### src/core/ep0_dte_pkg.sv
package ep0_dte_pkg;

    // ==========================================================
    // Setup packet layout
    localparam int SETUP_BYTES = 8;
    localparam logic [2:0] SETUP_REQTYPE_IDX = 3'h0;
    localparam logic [2:0] SETUP_REQCODE_IDX = 3'h1;
    localparam logic [2:0] SETUP_LEN_LO_IDX = 3'h6;
    localparam logic [2:0] SETUP_LEN_HI_IDX = 3'h7;
    localparam logic [7:0] REQTYPE_STD_OUT_DEV = 8'h00;
    localparam logic [7:0] REQCODE_SET_DESC = 8'h07;

    // ==========================================================
    // Descriptor table and packets
    localparam logic [15:0] DESC_LEN_OFS = 16'h0000;
    localparam int EP0_PKT_MAX = 64;
    localparam int IN_BUF_DEPTH = 2;

    // ==========================================================
    // Reset values
    localparam logic [15:0] PTR_RST = 16'h0000;
    localparam logic [7:0] BYTE_RST = 8'h00;

    // ==========================================================
    // Engine states
    typedef enum logic [5:0] {
        ST_IDLE = 6'h01,
        ST_LEN = 6'h02,
        ST_FETCH = 6'h04,
        ST_HS = 6'h08,
        ST_STAT = 6'h10,
        ST_OUT = 6'h20
    } eng_state_t;

endpackage

### src/core/ep0_byte_skid.sv
`timescale 1ns/1ps

module ep0_byte_skid #(
    parameter int WIDTH = 9,
    parameter int DEPTH = 2
) (
    // Clock and reset
    input wire logic i_mclk,
    input wire logic i_nrst,
    input wire logic i_flush,
    // Filling side
    input wire logic i_valid,
    input wire logic [WIDTH-1:0] i_data,
    output logic o_ready,
    // Draining side
    output logic o_valid,
    output logic [WIDTH-1:0] o_data,
    input wire logic i_ready
);

    // ==========================================================
    // Elaboration check
    generate
        if (DEPTH != 2 || WIDTH < 1) begin : g_bad
            $error("ep0_byte_skid serves exactly two entries");
        end
    endgenerate

    // ==========================================================
    // Head entry drives the outputs, spare catches a stalled push
    logic head_v_r;
    logic spare_v_r;
    logic [WIDTH-1:0] head_d_r;
    logic [WIDTH-1:0] spare_d_r;
    wire push = i_valid && !spare_v_r;
    wire pop = head_v_r && i_ready;
    wire head_free = !head_v_r || pop;

    always_ff @(posedge i_mclk) begin
        if (!i_nrst || i_flush) begin
            head_v_r <= 1'b0;
            spare_v_r <= 1'b0;
        end else if (head_free) begin
            head_v_r <= spare_v_r || push;
            spare_v_r <= spare_v_r && push;
        end else begin
            spare_v_r <= spare_v_r || push;
        end
    end

    always_ff @(posedge i_mclk) begin
        if (head_free) begin
            head_d_r <= spare_v_r ? spare_d_r : i_data;
        end
        if (push && (spare_v_r || !head_free)) begin
            spare_d_r <= i_data;
        end
    end

    assign o_ready = !spare_v_r;
    assign o_valid = head_v_r;
    assign o_data = head_d_r;

endmodule

### src/core/ep0_descriptor_transfer_engine.sv
`timescale 1ns/1ps

// Function
// Writing the pointer low byte starts the automatic IN data stage.
// Requested length comes from setup bytes 6 (low) and 7 (high).
// Descriptor length field at the pointer gives the actual size.
// Send the lesser length, bytes fetched sequentially from pointer.
// Split the stage into packets of at most 64 bytes.
// Resend a packet whenever the host does not acknowledge it.
// After the last packet, answer the status stage automatically.
// Firmware may use the pointer for any descriptor or vendor IN read.
// Short stages may instead be loaded manually with a byte count.
// Device descriptor read is 0x80/0x06 with type 0x01.
// Configuration read is 0x80/0x06 type 0x02, number in byte 2.
// Firmware picks the table from byte 2 and loads both pointer bytes.
// Descriptor write is 0x00/0x07, types 0x01, 0x02, 0x03.
// For descriptor write firmware clears handshake nak, reads OUT buffer.
// Count OUT bytes received and compare with setup bytes 6 and 7.
// When the count reaches the length, answer the status stage.
// Firmware re-arms the OUT endpoint after each packet.
// Store the eight setup bytes and raise the setup valid request.
// For descriptor read firmware clears nak, then loads the pointer.
// Firmware writes the high pointer byte before the low byte.
module ep0_descriptor_transfer_engine
    import ep0_dte_pkg::*;
#(
    parameter int PKT_SIZE = EP0_PKT_MAX
) (
    // Clock and reset
    input wire logic i_mclk,
    input wire logic i_nrst,
    // Setup packet from the serial engine
    input wire logic i_setup_wr,
    input wire logic [2:0] i_setup_idx,
    input wire logic [7:0] i_setup_data,
    input wire logic i_setup_end,
    output logic o_setup_data_valid_irq,
    // Firmware strobes
    input wire logic i_ptr_high_wr,
    input wire logic i_ptr_low_wr,
    input wire logic [7:0] i_ptr_wdata,
    input wire logic i_handshake_nak_clr,
    output logic o_handshake_nak_bit,
    output logic [15:0] o_setup_data_pointer,
    output logic o_busy,
    // Descriptor RAM read port, data one cycle after o_ram_rd
    output logic o_ram_rd,
    output logic [15:0] o_ram_addr,
    input wire logic [7:0] i_ram_rdata,
    // IN byte stream toward the ep0 in buffer
    output logic o_in_valid,
    output logic [7:0] o_in_data,
    output logic o_in_last,
    input wire logic i_in_ready,
    input wire logic i_in_ack,
    input wire logic i_in_noack,
    // OUT data stage and status stage
    input wire logic i_out_byte,
    input wire logic i_status_done,
    output logic o_status_ack
);

    // ==========================================================
    // Elaboration check
    generate
        if (PKT_SIZE < 1 || PKT_SIZE > EP0_PKT_MAX) begin : g_bad
            $error("PKT_SIZE must lie in 1..64");
        end
    endgenerate

    // ==========================================================
    // Setup bytes storage
    logic [7:0] setup_bytes_ram [SETUP_BYTES];
    logic irq_r;

    always_ff @(posedge i_mclk) begin
        if (i_setup_wr) begin
            setup_bytes_ram[i_setup_idx] <= i_setup_data;
        end
    end

    always_ff @(posedge i_mclk) begin
        if (!i_nrst) begin
            irq_r <= 1'b0;
        end else begin
            irq_r <= i_setup_end;
        end
    end

    wire [7:0] requested_length_low = setup_bytes_ram[SETUP_LEN_LO_IDX];
    wire [7:0] requested_length_high = setup_bytes_ram[SETUP_LEN_HI_IDX];
    wire [15:0] req_len = {requested_length_high, requested_length_low};
    wire is_set_desc =
        setup_bytes_ram[SETUP_REQTYPE_IDX] == REQTYPE_STD_OUT_DEV &&
        setup_bytes_ram[SETUP_REQCODE_IDX] == REQCODE_SET_DESC;

    // ==========================================================
    // Pointer and handshake nak
    logic [7:0] ptr_high_r;
    logic [15:0] ptr_r;
    logic nak_r;
    wire [15:0] ptr_new = {ptr_high_r, i_ptr_wdata};

    always_ff @(posedge i_mclk) begin
        if (!i_nrst) begin
            ptr_high_r <= BYTE_RST;
            ptr_r <= PTR_RST;
            nak_r <= 1'b0;
        end else begin
            if (i_ptr_high_wr) begin
                ptr_high_r <= i_ptr_wdata;
            end
            if (i_ptr_low_wr) begin
                ptr_r <= ptr_new;
            end
            // A new setup wins over a clear in the same cycle
            nak_r <= i_setup_end || (nak_r && !i_handshake_nak_clr);
        end
    end

    // ==========================================================
    // Engine registers
    eng_state_t state_r, state_nxt;
    logic [15:0] addr_r, addr_nxt;
    logic [15:0] left_r, left_nxt;
    logic [15:0] pkt_addr_r, pkt_addr_nxt;
    logic [15:0] pkt_left_r, pkt_left_nxt;
    logic [6:0] pkt_cnt_r, pkt_cnt_nxt;
    logic [15:0] out_cnt_r, out_cnt_nxt;
    logic pend_r, dv_r, ram_rd_r;
    logic [15:0] ram_addr_r;
    logic stat_r;

    logic fifo_ready;
    wire start = i_ptr_low_wr && !i_setup_end;
    wire [15:0] desc_len = {8'h00, i_ram_rdata};
    wire [15:0] total = (req_len < desc_len) ? req_len : desc_len;
    wire pkt_end = pkt_cnt_r == 7'(PKT_SIZE - 1);
    wire byte_last = pkt_end || left_r == 16'h0001;
    wire issue = start || (state_r == ST_FETCH && !pend_r && fifo_ready);
    wire push = state_r == ST_FETCH && dv_r;
    wire [15:0] out_cnt_inc = out_cnt_r + 16'h0001;

    // ==========================================================
    // Next state
    always_comb begin
        state_nxt = state_r;
        addr_nxt = addr_r;
        left_nxt = left_r;
        pkt_addr_nxt = pkt_addr_r;
        pkt_left_nxt = pkt_left_r;
        pkt_cnt_nxt = pkt_cnt_r;
        out_cnt_nxt = out_cnt_r;
        if (i_setup_end) begin
            out_cnt_nxt = 16'h0000;
            if (!is_set_desc) begin
                state_nxt = ST_IDLE;
            end else if (req_len == 16'h0000) begin
                state_nxt = ST_STAT;
            end else begin
                state_nxt = ST_OUT;
            end
        end else if (start) begin
            state_nxt = ST_LEN;
        end else begin
            case (state_r)
                ST_IDLE: begin
                end
                ST_LEN: begin
                    if (dv_r) begin
                        addr_nxt = ptr_r;
                        left_nxt = total;
                        pkt_addr_nxt = ptr_r;
                        pkt_left_nxt = total;
                        pkt_cnt_nxt = 7'h00;
                        state_nxt = (total == 16'h0000) ? ST_STAT : ST_FETCH;
                    end
                end
                ST_FETCH: begin
                    if (push) begin
                        addr_nxt = addr_r + 16'h0001;
                        left_nxt = left_r - 16'h0001;
                        pkt_cnt_nxt = pkt_cnt_r + 7'h01;
                        if (byte_last) begin
                            pkt_cnt_nxt = 7'h00;
                            state_nxt = ST_HS;
                        end
                    end
                end
                ST_HS: begin
                    if (i_in_noack) begin
                        addr_nxt = pkt_addr_r;
                        left_nxt = pkt_left_r;
                        state_nxt = ST_FETCH;
                    end else if (i_in_ack) begin
                        pkt_addr_nxt = addr_r;
                        pkt_left_nxt = left_r;
                        state_nxt = (left_r == 16'h0000) ? ST_STAT : ST_FETCH;
                    end
                end
                ST_STAT: begin
                    if (i_status_done) begin
                        state_nxt = ST_IDLE;
                    end
                end
                ST_OUT: begin
                    if (i_out_byte) begin
                        out_cnt_nxt = out_cnt_inc;
                        if (out_cnt_inc >= req_len) begin
                            state_nxt = ST_STAT;
                        end
                    end
                end
                default: begin
                    state_nxt = ST_IDLE;
                end
            endcase
        end
    end

    always_ff @(posedge i_mclk) begin
        if (!i_nrst) begin
            state_r <= ST_IDLE;
            addr_r <= PTR_RST;
            left_r <= PTR_RST;
            pkt_addr_r <= PTR_RST;
            pkt_left_r <= PTR_RST;
            pkt_cnt_r <= 7'h00;
            out_cnt_r <= PTR_RST;
        end else begin
            state_r <= state_nxt;
            addr_r <= addr_nxt;
            left_r <= left_nxt;
            pkt_addr_r <= pkt_addr_nxt;
            pkt_left_r <= pkt_left_nxt;
            pkt_cnt_r <= pkt_cnt_nxt;
            out_cnt_r <= out_cnt_nxt;
        end
    end

    // ==========================================================
    // RAM read timing; one byte in flight keeps buffer room honest
    always_ff @(posedge i_mclk) begin
        if (!i_nrst || i_setup_end) begin
            ram_rd_r <= 1'b0;
            dv_r <= 1'b0;
            pend_r <= 1'b0;
            ram_addr_r <= PTR_RST;
            stat_r <= 1'b0;
        end else begin
            ram_rd_r <= issue;
            dv_r <= ram_rd_r;
            pend_r <= issue || (pend_r && !dv_r);
            if (issue) begin
                ram_addr_r <= start ? ptr_new + DESC_LEN_OFS : addr_r;
            end
            stat_r <= state_nxt == ST_STAT;
        end
    end

    // ==========================================================
    // Two-entry buffer toward the IN endpoint; a stall loses no byte
    ep0_byte_skid #(
        .WIDTH(9),
        .DEPTH(IN_BUF_DEPTH)
    ) u_in_buf (
        .i_mclk(i_mclk),
        .i_nrst(i_nrst),
        .i_flush(i_setup_end || start),
        .i_valid(push),
        .i_data({byte_last, i_ram_rdata}),
        .o_ready(fifo_ready),
        .o_valid(o_in_valid),
        .o_data({o_in_last, o_in_data}),
        .i_ready(i_in_ready)
    );

    // ==========================================================
    // Outputs
    logic busy_r;

    always_ff @(posedge i_mclk) begin
        if (!i_nrst) begin
            busy_r <= 1'b0;
        end else begin
            busy_r <= state_nxt != ST_IDLE;
        end
    end

    assign o_setup_data_valid_irq = irq_r;
    assign o_handshake_nak_bit = nak_r;
    assign o_setup_data_pointer = ptr_r;
    assign o_busy = busy_r;
    assign o_ram_rd = ram_rd_r;
    assign o_ram_addr = ram_addr_r;
    assign o_status_ack = stat_r;

endmodule

### config.mk
export PLATFORM = sky130hd
export DESIGN_NAME = ep0_descriptor_transfer_engine
export DESIGN_NICKNAME = d
export VERILOG_FILES = /design/src/core/ep0_dte_pkg.sv /design/src/core/ep0_byte_skid.sv /design/src/core/ep0_descriptor_transfer_engine.sv
export SDC_FILE = /design/constraint.sdc
export NUM_CORES = 1
export LEC_CHECK = 0
export BUFFER_PORTS_ARGS = -buffer_cell sky130_fd_sc_hd__buf_2
export CORE_ASPECT_RATIO = 0.8
export CORE_UTILIZATION = 23
export DETAILED_ROUTE_END_ITERATION = 8
export PLACE_DENSITY_LB_ADDON = 0.2
export REMOVE_ABC_BUFFERS = 1
export SKIP_LAST_GASP = 1
export SYNTH_ARGS = -nofsm -noshare
export SYNTH_HDL_FRONTEND = slang
export SYNTH_HIERARCHICAL = 1
export SYNTH_SLANG_ARGS = --single-unit
### constraint.sdc
create_clock -name i_mclk -period 4 [get_ports i_mclk]
set_clock_uncertainty 0.05 [all_clocks]
set_input_delay 0.4 -clock i_mclk [delete_from_list [all_inputs] [get_ports i_mclk]]
set_output_delay 0.4 -clock i_mclk [all_outputs]
set_load 0.02 [all_outputs]
After elaboration in Yosys (flattened, before gate mapping)
Memory sizes are Yosys's and may differ from the RTL's.
Index checks and enable logic that the tools add are counted.
{"block": "word_totals", "regBits": 160, "mem_bits_rw": 64, "input_bits": 39, "elab_cells": 127, "n_memories": 1}
{"block": "op_classes", "add_sub_neg": 4, "magnitude_cmp": 2, "eq_ne": 16, "mux": 39, "n_bitwise": 3, "reduce_logical": 41}
{"name": "setup_bytes_ram", "depth": 8, "word_bits": 8, "read_ports": 4, "rd_clocked_by_memory_dff": 0, "write_ports": 1, "line": "ep0_descriptor_transfer_engine.sv:73", "source": "logic [7:0] setup_bytes_ram [SETUP_BYTES];"}
{"op": "$mux W16", "n": 12}
{"op": "$pmux W16 S3", "n": 2}
{"op": "$mux W6", "n": 12}
{"op": "$pmux W16 S2", "n": 2}
{"op": "$logic_not A16 Y1", "n": 3}
{"op": "$pmux W6 S6", "n": 1}
{"op": "$add A16 B1 Y16 const B", "n": 2}
{"op": "$mux W7", "n": 3}
{"op": "$eq A16 B1 Y1 const B", "n": 1}
{"op": "$ge A16 B16 Y1", "n": 1}
{"op": "$lt A16 B8 Y1", "n": 1}
{"op": "$sub A16 B1 Y16 const B", "n": 1}
{"op": "$pmux W7 S2", "n": 1}
{"op": "$eq A6 B5 Y1 const B", "n": 2}
{"op": "$reduce_and A6 Y1", "n": 2}
{"op": "$logic_and A1 B1 Y1", "n": 11}
{"op": "$logic_or A1 B1 Y1", "n": 10}
{"op": "$mux W5", "n": 2}
{"op": "$mux W9", "n": 1}
{"op": "$eq A8 B3 Y1 const B", "n": 1}
{"op": "$logic_not A1 Y1", "n": 8}
{"op": "$logic_not A8 Y1", "n": 1}
{"op": "$ne A2 B2 Y1 const B", "n": 4}
{"op": "$add A7 B1 Y7 const B", "n": 1}
{"op": "15 further kinds", "n": 20}

Longest topological paths before layout
Gate-level depths: netlist of the first run.
An unclocked memory read counts as a cell.
{"block": "depth", "ltp_word": 10, "mapped_depth": 15, "depth_no_buf": 14}

By module
Netlist of the first run, hierarchy kept.
{"module": "ep0_descriptor_transfer_engine", "instances": 1, "cells_per_inst": 1015, "area_each_um2": 8723.4}
{"module": "ep0_byte_skid", "instances": 1, "cells_per_inst": 37, "area_each_um2": 764.5}

Least setup slack after synthesis of the first run
Ideal clock, no wire load.
{"block": "synth_timing", "kind": "reg2reg", "from": "register out_cnt_r[2]", "to": "register stat_r (netlist: o_status_ack)", "setup_time_ns": 0.136, "arrival_ns": 2.626, "t_required_ns": 3.814, "setup_slack_ns": 1.187, "stages_incl_launch_ff": 15, "n_path_buf": 1, "synth_period_minus_slack_ns": 2.813, "cell_sequence": "dfxtp_1 > nand3_1 > nor2_1 > nand4_1 > or2_1 > clkbuf_1 > nor2_1 > xor2_1 > ha_1 > a21oi_1 > o21ai_0 > a21oi_1 > a21oi_1 > o31ai_1 > a221oi_1"}
{"block": "synth_between", "elab_chain_len": 8}
{"item": "from (decl)", "line": "ep0_descriptor_transfer_engine.sv:129", "source": "logic [15:0] out_cnt_r, out_cnt_nxt;"}
{"item": "from (signal assigned)", "line": "ep0_descriptor_transfer_engine.sv:237", "source": "out_cnt_r <= out_cnt_nxt;"}
{"item": "$add A16 B1 Y16", "line": "ep0_descriptor_transfer_engine.sv:142", "source": "wire [15:0] out_cnt_inc = out_cnt_r + 16'h0001;"}
{"item": "named net out_cnt_inc[15]", "line": "ep0_descriptor_transfer_engine.sv:142"}
{"item": "$ge A16 B16 Y1", "line": "ep0_descriptor_transfer_engine.sv:209", "source": "if (out_cnt_inc >= req_len) begin"}
{"item": "$mux W6", "line": "ep0_descriptor_transfer_engine.sv:209"}
{"item": "$mux W6", "line": "ep0_descriptor_transfer_engine.sv:207", "source": "if (i_out_byte) begin"}
{"item": "$pmux W6 S6", "line": "ep0_descriptor_transfer_engine.sv:166", "source": "case (state_r)"}
{"item": "$mux W6", "line": "ep0_descriptor_transfer_engine.sv:163", "source": "end else if (start) begin"}
{"item": "$mux W6", "line": "ep0_descriptor_transfer_engine.sv:154", "source": "if (i_setup_end) begin"}
{"item": "$eq A6 B5 Y1", "line": "ep0_descriptor_transfer_engine.sv:257", "source": "stat_r <= state_nxt == ST_STAT;"}
{"item": "to (signal assigned)", "line": "ep0_descriptor_transfer_engine.sv:249", "source": "stat_r <= 1'b0;"}
{"item": "to (signal assigned)", "line": "ep0_descriptor_transfer_engine.sv:257"}
{"item": "to (decl)", "line": "ep0_descriptor_transfer_engine.sv:132", "source": "logic stat_r;"}
The timed path passes the listed nets, and every way through them passes these cells.
A chain may end at the register's enable or synchronous reset.

Final worst setup path of the first run
Ends and elaborated chain as after synthesis.

==> impl_metrics.json, run 1 <==
{
  "grt_pass1_wl_um": 43700,
  "footprint_of_the_multi_input_gates_mm2": 0.00477,
  "yosysWarningCount": 6,
  "worstSetupPathType": "register to register",
  "post_cts.resized_instances": 0,
  "diodes": 0,
  "clock_insertion_delay_worst_skew_ns": 0.47,
  "synthesis.area_mm2": 0.00949,
  "numCtsBuffers": 17,
  "final_nets": 1173,
  "cts.hold.buffers_added": 0,
  "finalCritPeriodShare": 0.782,
  "fillerInstances": 4379,
  "report.final.setup_viol": 0,
  "post_layout_total_power_mw": 4.11,
  "grtUsageTotal": 0.134,
  "final_layout_size_suffix_gt1_frac": 0.143,
  "most_common_cell_after_layout_fill_and_taps_aside": "sky130_fd_sc_hd__nand2_1",
  "post_synth_inst_count": 1052,
  "grt_start_max_net_pins": 65,
  "path_delay_family": "simple AND/OR/NAND/NOR gates",
  "cp-end-kind": "register",
  "avgRoutedWirePerCell_um": 16.6,
  "path_common_cell": "sky130_fd_sc_hd__a21oi_1",
  "cts_tree": "done",
  "timing.hold.ws_ns": 0.136,
  "post_synth_edffs": 50,
  "outcome": "completed",
  "floorplan.io_pins": 86,
  "fmax_ghz": 0.320,
  "seq_area_mm2": 0.00434,
  "gp_routability_congestion": 0.793,
  "cts_root_buffer": "sky130_fd_sc_hd__clkbuf_16",
  "start_kind": "register",
  "avgViaCountPerCell": 4.64,
  "drtPass1Iterations": 5,
  "clock_sink_count": 192,
  "first_global_vias": 7348,
  "synthDistinctLibCells": 65,
  "fp.dieArea_mm2": 0.0421,
  "net_switching_power_mw": 1.06,
  "fin_setup_tns_ns": 0,
  "synth-main-ff-cell": "sky130_fd_sc_hd__dfxtp_1",
  "drt-total-wl_um": 27600,
  "start_util": 0.234,
  "post-cts-setup-buffer-count": 0,
  "dpl_worst_slack_ns": 0.889,
  "power.leakage_nw": 4.29,
  "row_count": 66,
  "share_of_total_power_in_the_clock_network": 0.443,
  "cts.path.max_buffers": 2,
  "path_cells": "nand3_1 -> nor2_1 -> nand4_1 -> or2_1 -> nor2_1 -> xor2_1 -> ha_1 -> a21oi_1 -> o21ai_0 -> a21oi_1 -> a21oi_1 -> o31ai_1 -> a221oi_1",
  "slowest_library_cell_on_the_worst_path": "sky130_fd_sc_hd__dfxtp_1",
  "dp_hpwl_um": 18800,
  "synthArstFlopShare": 0,
  "port-buffer-count": 85,
  "global_route.overflow_total": 0,
  "fp.coreArea_mm2": 0.0406,
  "cp_max_fo": 5,
  "max_slew.worst_pin.slew_ns": 1.04,
  "max_stage_delay_ns": 0.42,
  "final_hold_vios": 0,
  "p_seq_frac": 0.499,
  "drc_errors": 0,
  "die_y_um": 184,
  "synthToLayoutAreaGrowth_pct": 17.0,
  "synth_seq_cells": 192,
  "internal_power_mw": 3.04,
  "routed-via-count": 7712,
  "finalCoreUtilization": 0.273,
  "setup_ws_ns": 0.871,
  "layout_common_cells": "sky130_fd_sc_hd__nand2_1, sky130_fd_sc_hd__dfxtp_1, sky130_fd_sc_hd__buf_2, sky130_fd_sc_hd__nor2_1, sky130_fd_sc_hd__a21oi_1",
  "ys_seq_area_frac": 0.458,
  "cts-htree-levels": 4,
  "dr.first_iter.drc_count": 545,
  "synth_area_per_cell_um2": 9.02,
  "antenna_violating_nets_post_route": 0,
  "die_width_um": 229,
  "critPathBufInv": 0,
  "power_per_cell_area_mw_per_mm2": 370,
  "period_needed_ns": 3.13,
  "arrival_time_reported_for_the_critical_path_endpoint_ns": 3.41,
  "drv.max_cap_violation_count": 0,
  "clkSlewWorstSetupHoldPaths_ns": 0.08,
  "sw_frac_of_total": 0.259,
  "min_path_type": "input pin to register",
  "unrepaired_setup_endpoints_after_global_routing": "false",
  "slew_headroom": 0.299,
  "finalMaxSlewViolations": 0,
  "number_of_antenna_violations_at_the_first_check_in_global_routing": 0,
  "critical_path_required_ns": 4.28,
  "comb_power_frac": 0.058,
  "worst_ir_drop_vdd_mv": 0.260
}
## final timing paths
path / from / slack (ns) / cells after the start / to
worst max-delay path: out_cnt_r[2]$_SDFFE_PP0P_ / 0.87 / 13 / o_status_ack$_SDFF_PP0_
worst min register to register: pkt_left_r[15]$_SDFFE_PN0P_ / 0.41 / 2 / pkt_left_r[15]$_SDFFE_PN0P_
worst min-delay path: i_setup_data[2] / 0.14 / 1 / setup_bytes_ram[7][2]$_DFFE_PP_
worst max register to register: out_cnt_r[2]$_SDFFE_PP0P_ / 0.87 / 13 / o_status_ack$_SDFF_PP0_
## layout make-up
type,instances,area share
flip-flops and latches,192,0.391
multi-input cells,760,0.429
inverters,34,0.0115
well taps,544,0.0613
clock inverters,14,0.0154
clock buffers,18,0.0406
repair buffers,101,0.0505
## cell families (layout without fill, tap and decap cells)
logic type               Yosys count  count (layout)  share of synthesized area
flip-flops                       192             192                      0.458
XOR/XNOR                          30              30                     0.0277
AO/OA/AOI/OAI                    238             238                      0.168
AND/OR/NAND/NOR                  422             422                      0.219
adder cells (fa/ha/maj)           28              28                     0.0369
buffers and inverters            100             167                     0.0429
multiplexers                      42              42                     0.0483
## state kept, by name (all words and copies together), names as in the netlist, 6 cells and up
signal,count
o_setup_data_pointer,16
left_r,16
pkt_left_r,16
u_in_buf/spare_d_r,9
ptr_high_r,8
pkt_cnt_r,7
o_ram_addr,16
pkt_addr_r,16
out_cnt_r,16
state_r,6
setup_bytes_ram,32
u_in_buf/o_data,9
addr_r,16
## layer usage
layer	wire [um]	global-route usage	vias up
met2	12000	0.202	117
met1	14200	0.190	3698
met3	1160	0.0326	17
li1	-	-	3880
met5	0	0	-
met4	244	0.0341	0
## synthesized netlist by cell type (all sizes together), types with 3 or more instances
master	n	area, um^2
a22oi	8	60.1
o211a	20	200
xor2	14	123
o211ai	13	97.6
inv	34	128
clkbuf	47	178
nor3b	7	63.8
or3	10	62.6
o21a	4	30.0
nor4	13	96.3
o21ai	59	295
a21oi	59	295
a31oi	7	43.8
nand2b	9	56.3
dfxtp	142	2840
ha	28	350
a311oi	16	140
buf	19	101
nor2b	37	231
nand3	53	270
nor3	23	125
xnor2	16	140
a221oi	16	140
and3	7	43.8
o22ai	6	37.5
nand2	143	537
edfxtp	50	1500
mux2	9	128
and2	13	81.3
mux2i	33	330
a21boi	14	105
nand4	10	62.6
nand4b	3	26.3
nand3b	4	30.0
nor2	82	318
## stage by stage
stage | cells | area, um^2
floorplan | 986 | 9210
global placement | 1631 | 10500
detailed placement | 1631 | 10500
CTS | 1663 | 11100
global route | 1663 | 11100
finish | 1663 | 11100
## power groups by stage
stage / logic [mW] / clock network (mW) / registers (mW)
2_1_floorplan: 0.0996 / 0 / 2.11
3_3_place_gp: 0.243 / 0 / 2.09
3_5_place_dp: 0.244 / 0 / 2.09
4_1_cts: 0.245 / 1.88 / 2.05
5_1_grt: 0.265 / 1.96 / 2.05
6_report: 0.239 / 1.82 / 2.05
No activity file was read; power rests on OpenSTA's default activity.
==> run 2, diff against run 1 <==
==> constraint.sdc (replaced) <==
create_clock -name i_mclk -period 3.12 [get_ports i_mclk]
set_clock_uncertainty 0.05 [all_clocks]
set_input_delay 0.312 -clock i_mclk [delete_from_list [all_inputs] [get_ports i_mclk]]
set_output_delay 0.312 -clock i_mclk [all_outputs]
set_load 0.02 [all_outputs]
==> run 2 against run 1 <==
  * Sequential power grew 28%
  * Critical path depth is 1 higher
  * Total power increased by 26%
  * Critical path type unchanged
  * Critical endpoint is now state_r[1]$_SDFF_PN0_
  * Highest routed layer unchanged
==> impl_metrics.json, run 2 (synthesis results as in run 1) <==
{
  "crit-reg2reg-launch": "out_cnt_r[0]$_SDFFE_PP0P_",
  "r2r.worst_path.cells": 14,
  "die_y_um": 184,
  "cts.hold.buffers_added": 0,
  "fmax_ghz": 0.358,
  "clock_insertion_delay_worst_skew_ns": 0.47,
  "min_path_type": "input pin to register",
  "critical_path_required_ns": 3.42,
  "period_needed_ns": 2.80,
  "cts.path.max_buffers": 2,
  "diodes": 0,
  "start_kind": "register",
  "net_switching_power_mw": 1.33,
  "comb_power_frac": 0.060,
  "first_global_vias": 7395,
  "worst_ir_drop_vdd_mv": 0.283,
  "worstSetupPathType": "register to register",
  "layout_common_cells": "sky130_fd_sc_hd__nand2_1, sky130_fd_sc_hd__dfxtp_1, sky130_fd_sc_hd__buf_2, sky130_fd_sc_hd__nor2_1, sky130_fd_sc_hd__a21oi_1",
  "drt-total-wl_um": 27600,
  "min_from": "i_ram_rdata[2]",
  "slew_headroom": 0.269,
  "floorplan.io_pins": 86,
  "post_layout_total_power_mw": 5.18,
  "final_hold_vios": 0,
  "port-buffer-count": 85,
  "global_route.overflow_total": 0,
  "routed-via-count": 7817,
  "antenna_violating_nets_post_route": 0,
  "final_layout_size_suffix_gt1_frac": 0.156,
  "finalCritPeriodShare": 0.896,
  "clock_sink_count": 192,
  "clkSlewWorstSetupHoldPaths_ns": 0.08,
  "start_util": 0.234,
  "max_slew.worst_pin.slew_ns": 1.09,
  "cp-end-kind": "register",
  "report.final.setup_viol": 0,
  "drtPass1Iterations": 5,
  "number_of_antenna_violations_at_the_first_check_in_global_routing": 1,
  "cts_tree": "done",
  "fp.coreArea_mm2": 0.0406,
  "max_stage_delay_ns": 0.41,
  "path_delay_family": "simple AND/OR/NAND/NOR gates",
  "cp_max_fo": 4,
  "worst_hold_path.num_cells": 1,
  "finalCoreUtilization": 0.276,
  "grt_pass1_wl_um": 43500,
  "path_cells": "ha_2 -> nand4_1 -> inv_1 -> and3_1 -> nand3_1 -> buf_4 -> xnor2_1 -> ha_1 -> nand2_1 -> nor2_1 -> o211ai_1 -> nand2_1 -> a21oi_1 -> o31a_1",
  "dp_hpwl_um": 19000,
  "setup.worst_path.start": "out_cnt_r[0]$_SDFFE_PP0P_",
  "synthToLayoutAreaGrowth_pct": 18.0,
  "gp_routability_congestion": 0.819,
  "most_common_cell_after_layout_fill_and_taps_aside": "sky130_fd_sc_hd__nand2_1",
  "grtUsageTotal": 0.134,
  "timing.hold.ws_ns": 0.0492,
  "p_seq_frac": 0.507,
  "slowest_library_cell_on_the_worst_path": "sky130_fd_sc_hd__dfxtp_1",
  "reg2reg_slack_ns": 0.32,
  "path_common_cell": "sky130_fd_sc_hd__nand2_1",
  "avgViaCountPerCell": 4.67,
  "sw_frac_of_total": 0.257,
  "fp.dieArea_mm2": 0.0421,
  "dr.first_iter.drc_count": 600,
  "row_count": 66,
  "largest_register_ff_count": 32,
  "layoutNonFillerInstCount": 1675,
  "share_of_total_power_in_the_clock_network": 0.433,
  "drv.max_cap_violation_count": 0,
  "grt_start_max_net_pins": 63,
  "final_nets": 1185,
  "cts_root_buffer": "sky130_fd_sc_hd__clkbuf_16",
  "critPathBufInv": 2,
  "finalMaxSlewViolations": 0,
  "drc_errors": 0,
  "regMostFlops": "setup_bytes_ram",
  "cts-htree-levels": 4,
  "placed_cells_incl_taps": 1641,
  "arrival_time_reported_for_the_critical_path_endpoint_ns": 3.09,
  "die_width_um": 229,
  "numCtsBuffers": 17,
  "power.leakage_nw": 4.33,
  "internal_power_mw": 3.85,
  "power_per_cell_area_mw_per_mm2": 462,
  "outcome": "completed",
  "cp_num_cells": 14,
  "avgRoutedWirePerCell_um": 16.5
}
## run 2: changes by cell type in the layout (fill, tap and decap cells not counted), moves of 2 or more
cell and change:
sky130_fd_sc_hd__a21oi_1 -2, sky130_fd_sc_hd__a21oi_2 +2, sky130_fd_sc_hd__buf_4 +11, sky130_fd_sc_hd__inv_6 +5, sky130_fd_sc_hd__inv_8 -4
## run 2: power groups by stage
stage	Sequential [mW]	Clock (mW)	Combinational (mW)
3_3_place_gp	2.69	0	0.313
6_report	2.63	2.24	0.310
3_5_place_dp	2.68	0	0.314
2_1_floorplan	2.71	0	0.128
4_1_cts	2.63	2.32	0.315
5_1_grt	2.63	2.42	0.343
## run 2: final timing paths
check                                         end
setup / recovery            state_r[1]$_SDFF_PN0_
hold / removal    u_in_buf/spare_d_r[2]$_DFFE_PP_
setup reg to reg            state_r[1]$_SDFF_PN0_
hold reg to reg        pkt_left_r[9]$_SDFFE_PN0P_
## run 2: routing by layer
layer,vias to the layer above,part of all wire,wire (um),GRT usage
met5,-,0,0,0
met4,0,0.010,287,0.0373
met3,22,0.041,1130,0.0315
met2,131,0.42,11600,0.196
met1,3757,0.53,14600,0.196
li1,3907,-,-,-
## run 2: layout make-up
class,count,area [um^2]
clock buffers,17,425
flip-flops and latches,192,4340
multi-input cells,760,4780
repair buffers,113,663
fillers,4349,29400
inverters,34,128
clock inverters,15,171
well taps,544,681
## run 2: timing repair
action,in CTS,in global routing
resized for setup,0,5
endpoints found under the setup margin,0,4
setup buffers,0,2
## run 2: per-stage QoR
| step | instance area (um^2) | TNS [ns] | worst slack (ns) |
|---|---|---|---|
| 2_1_floorplan | 9210 | -52.44 | -1.39 |
| 3_3_place_gp | 10600 | 0 | 0.233 |
| 3_5_place_dp | 10600 | 0 | 0.186 |
| 4_1_cts | 11200 | 0 | 0.169 |
| 5_1_grt | 11200 | -0.00357 | -0.00357 |
| 6_report | 11200 | 0 | 0.323 |
